**config.mk**
```make
export PLATFORM = sky130hd
export DESIGN_NAME = job_cfg_regs
export DESIGN_NICKNAME = d
export VERILOG_FILES = /design/src/rtl/cfg_word.v /design/src/rtl/job_cfg_regs.v
export VERILOG_INCLUDE_DIRS = /design/src /design/src/rtl
export SDC_FILE = /design/constraint.sdc
export NUM_CORES = 1
export LEC_CHECK = 0
export BUFFER_PORTS_ARGS = -buffer_cell sky130_fd_sc_hd__buf_2
export CORE_ASPECT_RATIO = 0.7
export CORE_MARGIN = 8
export CORE_UTILIZATION = 40
export DETAILED_ROUTE_END_ITERATION = 7
export HOLD_SLACK_MARGIN = 0.1
export SLEW_MARGIN = 20
export SYNTH_ARGS = -nofsm -noshare
export SYNTH_HDL_FRONTEND = slang
export SYNTH_HIERARCHICAL = 1
export SYNTH_SLANG_ARGS = --single-unit
export TNS_END_PERCENT = 10
```
**constraint.sdc**
```tcl
create_clock -name hclk -period 5.39 [get_ports hclk]
set_input_delay 1.617 -clock hclk [delete_from_list [all_inputs] [get_ports hclk]]
set_output_delay 1.617 -clock hclk [all_outputs]
set_load 0.02 [all_outputs]
```
**src/rtl/job_cfg_map.vh**
```
// register map and field layout of the decoder job configuration words
// assumes byte addressing on a 32-bit register port
`ifndef JOB_CFG_MAP_VH
`define JOB_CFG_MAP_VH
`define CFG0_OFFSET       20'h0_0000
`define CFG1_OFFSET       20'h0_0004
`define CFG0_WMASK        32'h7fff_7706
`define CFG1_WMASK        32'h007f_0000
`define CFG0_RESET        32'h0000_0000
`define CFG1_RESET        32'h0000_0000
`define FL_HI             30
`define FL_LO             16
`define FL_MAX            15'h5_0fa
`define SW_BIT            14
`define OUTPUT_PARAM_READ_FLAG_BIT          13
`define PERM_BIT          12
`define RATE_HI           10
`define RATE_LO           8
`define MODE_HI           2
`define MODE_LO           1
`define REL_HI            22
`define REL_LO            16
`define REL_MIN           7'h27
`define REL_MAX           7'h7f
`define MODE_SA           2'h0
`define MODE_FIRST        2'h1
`define MODE_MIDDLE       2'h2
`define MODE_LAST         2'h3
`define HTRANS_NONSEQ     2'h2
`endif

```
**src/rtl/cfg_word.v**
```verilog
// one configuration word with a per-bit writable mask
// assumes write enable and data come from the bus slave on the same clock
module cfg_word #(
    parameter [31:0] WMASK = 32'h0000_0000,
    parameter [31:0] RESET = 32'h0000_0000
) (
    input  wire        hclk,
    input  wire        hresetn,
    input  wire        wr_en,
    input  wire [31:0] wr_data,
    output wire [31:0] word_q
);
    genvar i;
    generate
        for (i = 0; i < 32; i = i + 1)
        begin : g_bit
            if (WMASK[i])
            begin : g_rw
                reg bit_q;
                always @(posedge hclk or negedge hresetn)
                begin
                    if (!hresetn)
                        bit_q <= RESET[i];
                    else if (wr_en)
                        bit_q <= wr_data[i];
                end
                assign word_q[i] = bit_q;
            end
            else
            begin : g_res
                // reserved: tied low, so writes have nowhere to land
                assign word_q[i] = 1'b0;
            end
        end
    endgenerate
endmodule // cfg_word

```
**src/rtl/job_cfg_regs.v**
```verilog
// decoder job configuration words 0 and 1 behind an AHB-Lite slave
// assumes a single master, whole-word transfers, one clock domain
`include "job_cfg_map.vh"

// How it works
// - reserved bits of both words read zero and ignore writes.
// - bits 30..16 of word 0 hold the frame length, at most 20730.
// - bit 14 of word 0 picks window count: 0 for size <=128, 1 above.
// - bit 13 set raises a read event for output parameters; clear, none.
// - bit 12 in standalone mode says a permutation table is delivered.
// - bits 10..8 give rate 1/value, with zero meaning rate 3/4.
// - bits 2..1 decode as standalone, first, middle and last subframe.
// - the subframe type chooses how the prolog sections start.
// - bits 22..16 of word 1 hold reliability length plus one, 39..127.
// - word 0 sits at offset 0x00000 and word 1 at 0x00004.
module job_cfg_regs (
    hclk,
    hresetn,
    hsel,
    haddr,
    htrans,
    hwrite,
    hsize,
    hready,
    hwdata,
    hrdata,
    hreadyout,
    hresp,
    job_start,
    frame_length,
    slide_window_count_select,
    output_read_event,
    permutation_table_load_flag,
    rate_divisor,
    rate_three_quarter,
    standalone_mode,
    shared_processing_mode,
    prolog_first,
    prolog_middle,
    prolog_last,
    frame_length_ok,
    reliability_len_p1,
    reliability_ok
);
    input  wire        hclk;
    input  wire        hresetn;
    input  wire        hsel;
    input  wire [19:0] haddr;
    input  wire [1:0]  htrans;
    input  wire        hwrite;
    input  wire [2:0]  hsize;
    input  wire        hready;
    input  wire [31:0] hwdata;
    output reg  [31:0] hrdata;
    output reg         hreadyout;
    output reg         hresp;
    input  wire        job_start;
    output reg  [14:0] frame_length;
    output reg         slide_window_count_select;
    output reg         output_read_event;
    output reg         permutation_table_load_flag;
    output reg  [2:0]  rate_divisor;
    output reg         rate_three_quarter;
    output reg         standalone_mode;
    output reg         shared_processing_mode;
    output reg         prolog_first;
    output reg         prolog_middle;
    output reg         prolog_last;
    output reg         frame_length_ok;
    output reg  [6:0]  reliability_len_p1;
    output reg         reliability_ok;

    reg         wr_pend_q;
    reg  [19:0] wr_addr_q;
    reg         job_q;
    wire        addr_phase;
    wire        wr0;
    wire        wr1;
    wire [31:0] cfg0;
    wire [31:0] cfg1;
    wire [1:0]  mode;
    wire        fwd0;
    wire        fwd1;
    wire [14:0] frame_length_d;
    wire        frame_length_ok_d;
    wire        read_event_d;
    wire        perm_flag_d;
    wire        rate_three_quarter_d;
    wire        standalone_d;
    wire [2:0]  prolog_sel_d;
    wire [6:0]  reliability_d;
    wire        reliability_ok_d;

    assign addr_phase = hsel && hready && (htrans == `HTRANS_NONSEQ);

    // write data arrives one cycle after the address phase
    always @(posedge hclk or negedge hresetn)
    begin
        if (!hresetn)
        begin
            wr_pend_q <= 1'b0;
            wr_addr_q <= 20'h0_0000;
        end
        else
        begin
            wr_pend_q <= addr_phase && hwrite;
            if (addr_phase)
                wr_addr_q <= haddr;
        end
    end

    assign wr0 = wr_pend_q && (wr_addr_q == `CFG0_OFFSET);
    assign wr1 = wr_pend_q && (wr_addr_q == `CFG1_OFFSET);

    cfg_word #(
        .WMASK (`CFG0_WMASK),
        .RESET (`CFG0_RESET)
    ) u_cfg0 (
        .hclk    (hclk),
        .hresetn (hresetn),
        .wr_en   (wr0),
        .wr_data (hwdata),
        .word_q  (cfg0)
    );

    cfg_word #(
        .WMASK (`CFG1_WMASK),
        .RESET (`CFG1_RESET)
    ) u_cfg1 (
        .hclk    (hclk),
        .hresetn (hresetn),
        .wr_en   (wr1),
        .wr_data (hwdata),
        .word_q  (cfg1)
    );

    assign mode = cfg0[`MODE_HI:`MODE_LO];

    // next values of the decoded fields, taken from the stored words
    assign frame_length_d    = cfg0[`FL_HI:`FL_LO];
    assign frame_length_ok_d = (frame_length_d <= `FL_MAX);
    // one pulse as a job ends; not gated by mode, since keeping the
    // flag clear in shared processing is left to software
    assign read_event_d = job_q && !job_start && cfg0[`OUTPUT_PARAM_READ_FLAG_BIT];
    // the table flag means nothing outside standalone, so it is masked
    assign perm_flag_d = cfg0[`PERM_BIT] && (mode == `MODE_SA);
    assign rate_three_quarter_d = (cfg0[`RATE_HI:`RATE_LO] == 3'h0);
    assign standalone_d = (mode == `MODE_SA);
    // one line each for first, middle and last subframes, picking how the prologs start
    assign prolog_sel_d = {(mode == `MODE_LAST),
                           (mode == `MODE_MIDDLE),
                           (mode == `MODE_FIRST)};
    assign reliability_d    = cfg1[`REL_HI:`REL_LO];
    // upper bound kept so a wider field would still be checked
    assign reliability_ok_d = (reliability_d >= `REL_MIN)
                              && (reliability_d <= `REL_MAX);

    // read data registered at the address phase; a write still in its
    // data phase is forwarded, else a read right behind it would return
    // the word as it was before that write
    assign fwd0 = wr0 && (haddr == `CFG0_OFFSET);
    assign fwd1 = wr1 && (haddr == `CFG1_OFFSET);

    always @(posedge hclk or negedge hresetn)
    begin
        if (!hresetn)
            hrdata <= 32'h0000_0000;
        else if (addr_phase && !hwrite)
        begin
            if (fwd0)
                hrdata <= hwdata & `CFG0_WMASK;
            else if (fwd1)
                hrdata <= hwdata & `CFG1_WMASK;
            else if (haddr == `CFG0_OFFSET)
                hrdata <= cfg0;
            else if (haddr == `CFG1_OFFSET)
                hrdata <= cfg1;
            else
                hrdata <= 32'h0000_0000;
        end
    end

    // no wait states and no error response: every access completes;
    // kept as flops so every bus output leaves a register
    always @(posedge hclk or negedge hresetn)
    begin
        if (!hresetn)
        begin
            hreadyout <= 1'b1;
            hresp     <= 1'b0;
        end
        else
        begin
            hreadyout <= 1'b1;
            hresp     <= 1'b0;
        end
    end

    // job tracking for the read event
    always @(posedge hclk or negedge hresetn)
    begin
        if (!hresetn)
        begin
            job_q             <= 1'b0;
            output_read_event <= 1'b0;
        end
        else
        begin
            job_q             <= job_start;
            output_read_event <= read_event_d;
        end
    end

    // frame length; out-of-range values are stored and only flagged
    always @(posedge hclk or negedge hresetn)
    begin
        if (!hresetn)
        begin
            frame_length    <= 15'h0000;
            frame_length_ok <= 1'b0;
        end
        else
        begin
            frame_length    <= frame_length_d;
            frame_length_ok <= frame_length_ok_d;
        end
    end

    // window count and code rate
    always @(posedge hclk or negedge hresetn)
    begin
        if (!hresetn)
        begin
            slide_window_count_select <= 1'b0;
            rate_divisor              <= 3'h0;
            rate_three_quarter        <= 1'b0;
        end
        else
        begin
            slide_window_count_select <= cfg0[`SW_BIT];
            rate_divisor              <= cfg0[`RATE_HI:`RATE_LO];
            rate_three_quarter        <= rate_three_quarter_d;
        end
    end

    // permutation table flag
    always @(posedge hclk or negedge hresetn)
    begin
        if (!hresetn)
        begin
            permutation_table_load_flag <= 1'b0;
        end
        else
        begin
            permutation_table_load_flag <= perm_flag_d;
        end
    end

    // processing mode; standalone is the reset mode
    always @(posedge hclk or negedge hresetn)
    begin
        if (!hresetn)
        begin
            standalone_mode        <= 1'b1;
            shared_processing_mode <= 1'b0;
        end
        else
        begin
            standalone_mode        <= standalone_d;
            shared_processing_mode <= !standalone_d;
        end
    end

    // subframe type for the prolog start-up
    always @(posedge hclk or negedge hresetn)
    begin
        if (!hresetn)
        begin
            prolog_first  <= 1'b0;
            prolog_middle <= 1'b0;
            prolog_last   <= 1'b0;
        end
        else
        begin
            prolog_first  <= prolog_sel_d[0];
            prolog_middle <= prolog_sel_d[1];
            prolog_last   <= prolog_sel_d[2];
        end
    end

    // reliability length plus one and its range flag
    always @(posedge hclk or negedge hresetn)
    begin
        if (!hresetn)
        begin
            reliability_len_p1 <= 7'h00;
            reliability_ok     <= 1'b0;
        end
        else
        begin
            reliability_len_p1 <= reliability_d;
            reliability_ok     <= reliability_ok_d;
        end
    end
endmodule // job_cfg_regs

```
==> impl_metrics.csv <==
group,metric,value,unit
synth,yosys_warnings,6,
synth,post-synth-top-count-cell,"dfrtp_1",
route,drc,0,
run,drv_cap,0,
layout,fin_area,6400,µm²
synth,synth-edff-count,0,
synth,syn_avg_cell_area,12.8,µm²
clock_network,cts.sinks,120,
sta,rsz0062_at_grt,"false",
clock_network,clock_path_buffers,2,
floorplan,die_area,17400,µm²
placement,post-dp-hpwl,8410,µm
power,peakVddDrop,0.225,mV
synth,ys_types,38,
route,dr.pass1.iters,4,
setup_path,cp-start-kind,"input port",
sta,report.final.slew_viol_count,0,
grt,grt_max_degree,67,
power,p_leak,3.46,nW
synth,synth-async-reset-ratio,100,%
placement,dpl_cell_area,5750,µm²
setup_path,path_class,"in2reg",
synth,ys_top_cells_by_count,"119 x dfrtp_1, 66 x buf_4, 50 x mux2_2, 32 x mux2i_1",
floorplan,start_util,40.8,%
clock_network,cts_tree,"done",
sta,fmaxAchievable,0.322,GHz
sta,report.final.hold_viol_count,0,
sta,period_minus_slack,3110,ps
setup_path,critPathCaptureType,"flop",
clock_network,cts_root_buf,"clkbuf_16",
setup_path,worst_ep_arrival_time,3450,ps
sta,hold_ws,405,ps
floorplan,io_pins,133,
grt,grt_pass1_vias,3784,
synth,syn_area,5340,µm²
clock_network,cts_buffers,17,
synth,synth_cells,418,
placement,routabilityCongestion,0.765,
setup_path,crit_fanout,16,
setup_path,crit_required,5730,ps
placement,portBuffers,118,
layout,nNetsFinal,577,
clock_network,postCtsHoldBufs,0,
route,wl_per_cell,17.6,µm
route,vias_per_cell,4.76,
synth,ys_ff_latch,120,
sta,slew_headroom,40.1,%
grt,grt.overflow.total,0,
grt,gr-usage-all-layers,14.8,%
layout,area_delta_synth_final,19.8,%
floorplan,core_area,13100,µm²
grt,antenna_found_initial,1,
clock_network,cts_setup_buffers,0,
clock_network,cts_resized,0,
layout,fillers,1162,
layout,layout.cells.non_filler,693,
grt,grt_pass1_wl,19800,µm
clock_network,clkTransAtPathRegs,60,ps
sta,tightest_slew,895,ps
layout,drive_gt1_share,42.7,%
placement,place_inst,661,
floorplan,chipHeight,113,µm
clock_network,htree_levels,4,
sta,skew,6.07,ps
sta,finalSetupTns,0,ps
status,status,"complete, no violations",
route,initialDrtViolationCount,115,
min_path,hold_path_class,"reg2reg",
power,power.density,365,nW/µm²
floorplan,die_x,154,µm
sta,period_share,57.6,%
synth,synthTopCellsByArea,"dfrtp_1 56%, mux2_2 11%, buf_4 9.3%, mux2i_1 6.0%, a211o_1 2.5%",
route,num_vias,3296,
sta,setup_violations,0,
floorplan,num_rows,35,
synth,yosysSeqAreaShare,56.2,%
synth,ys.flop_type,"dfrtp_1",
layout,antenna_cells,0,
synth,synth_top_area_share,55.7,%
clock_network,clkLatencyLatePin,410,ps
route,wl,12200,µm
synth,yosys.area.top_type,"dfrtp_1",
route,ant_nets,0,
[layout by cell type, fill, tap and decap left out, drive strengths merged, types with 15 or more instances in the layout]
cell type,count
nand2,20
o21ai,18
mux2,57
dfrtp,119
buf,126
a211o,15
conb,36
clkbuf,21
and2,17
nor2,19
mux2i,32
[cells by family after synthesis]
kind of cell	synth area share [%]
AOI/OAI and AO/OA	5.15
and+or+nand+nor	8.52
other	0.281
DFF	56.2
xor gates and xnor gates	0.164
muxes	18.5
buffers and inverters	11.2
[report_power, final]
part	internal, mW	switching [mW]
clock network	0.822	0.406
registers	0.946	0.0266
logic	0.0624	0.0722
total	1.83	0.504
[critical path, cell delays in order]
cell	delay (ps)
buf_2	110
or4_4	530
nor4_4	330
nand2_2	190
nor4_4	180
buf_4	310
a211o_1	170
[path summary, 6_finish.rpt]
| check | from | endpoint | slack [ps] | cells after the start |
|---|---|---|---|---|
| max in group asynchronous | hresetn | standalone_mode$_DFF_PN1_ | 3120 | 2 |
| setup / recovery | haddr[8] | hrdata[1]$_DFFE_PN0P_ | 2280 | 7 |
| setup reg to reg | wr_addr_q[1]$_DFFE_PN0P_ | u_cfg1/g_bit[18].g_rw.bit_q$_DFFE_PN0P_ | 2810 | 5 |
| hold / removal | u_cfg0/g_bit[14].g_rw.bit_q$_DFFE_PN0P_ | slide_window_count_select$_DFF_PN0_ | 400 | 0 |
| hold reg to reg | u_cfg0/g_bit[14].g_rw.bit_q$_DFFE_PN0P_ | slide_window_count_select$_DFF_PN0_ | 400 | 0 |
| min in group asynchronous | hresetn | wr_addr_q[15]$_DFFE_PN0P_ | 1320 | 1 |
[registers in the layout, indices dropped and copies added (netlist names), 3 cells and up]
name,cells
reliability_len_p1,7
u_cfg1/g_bit.g_rw.bit_q,7
frame_length,15
u_cfg0/g_bit.g_rw.bit_q,23
wr_addr_q,20
rate_divisor,3
hrdata,32
[per-layer routing]
metal,vias up,share of wire [%],GRT usage [%],wire (µm)
met5,-,0.12,0,15
met4,2,1.5,6.12,181
met3,17,5.9,5.29,717
met2,82,48,24.2,5830
met1,1650,45,17.4,5430
li1,1545,-,-,-
[per-stage QoR]
stage | util (%) | total power [mW] | worst slack, ps
floorplan | - | 1.08 | 2190
global placement | 43.9 | 1.12 | 1920
detailed placement | 43.9 | 1.13 | 1870
CTS | 48.9 | 2.36 | 2300
global route | 48.9 | 2.42 | 2200
finish | 48.9 | 2.33 | 2280
[final cells by class]
class	count	area, µm²	share of cell area, %
repair buffers	126	653	10.2
clock buffers	21	480	7.51
multi-input cells	246	1880	29.3
clock inverters	11	169	2.64
flip-flops and latches	120	3000	46.9
inverters	3	11.3	0.176
well taps	166	208	3.24
No activity file was read; power rests on OpenSTA's default activity.
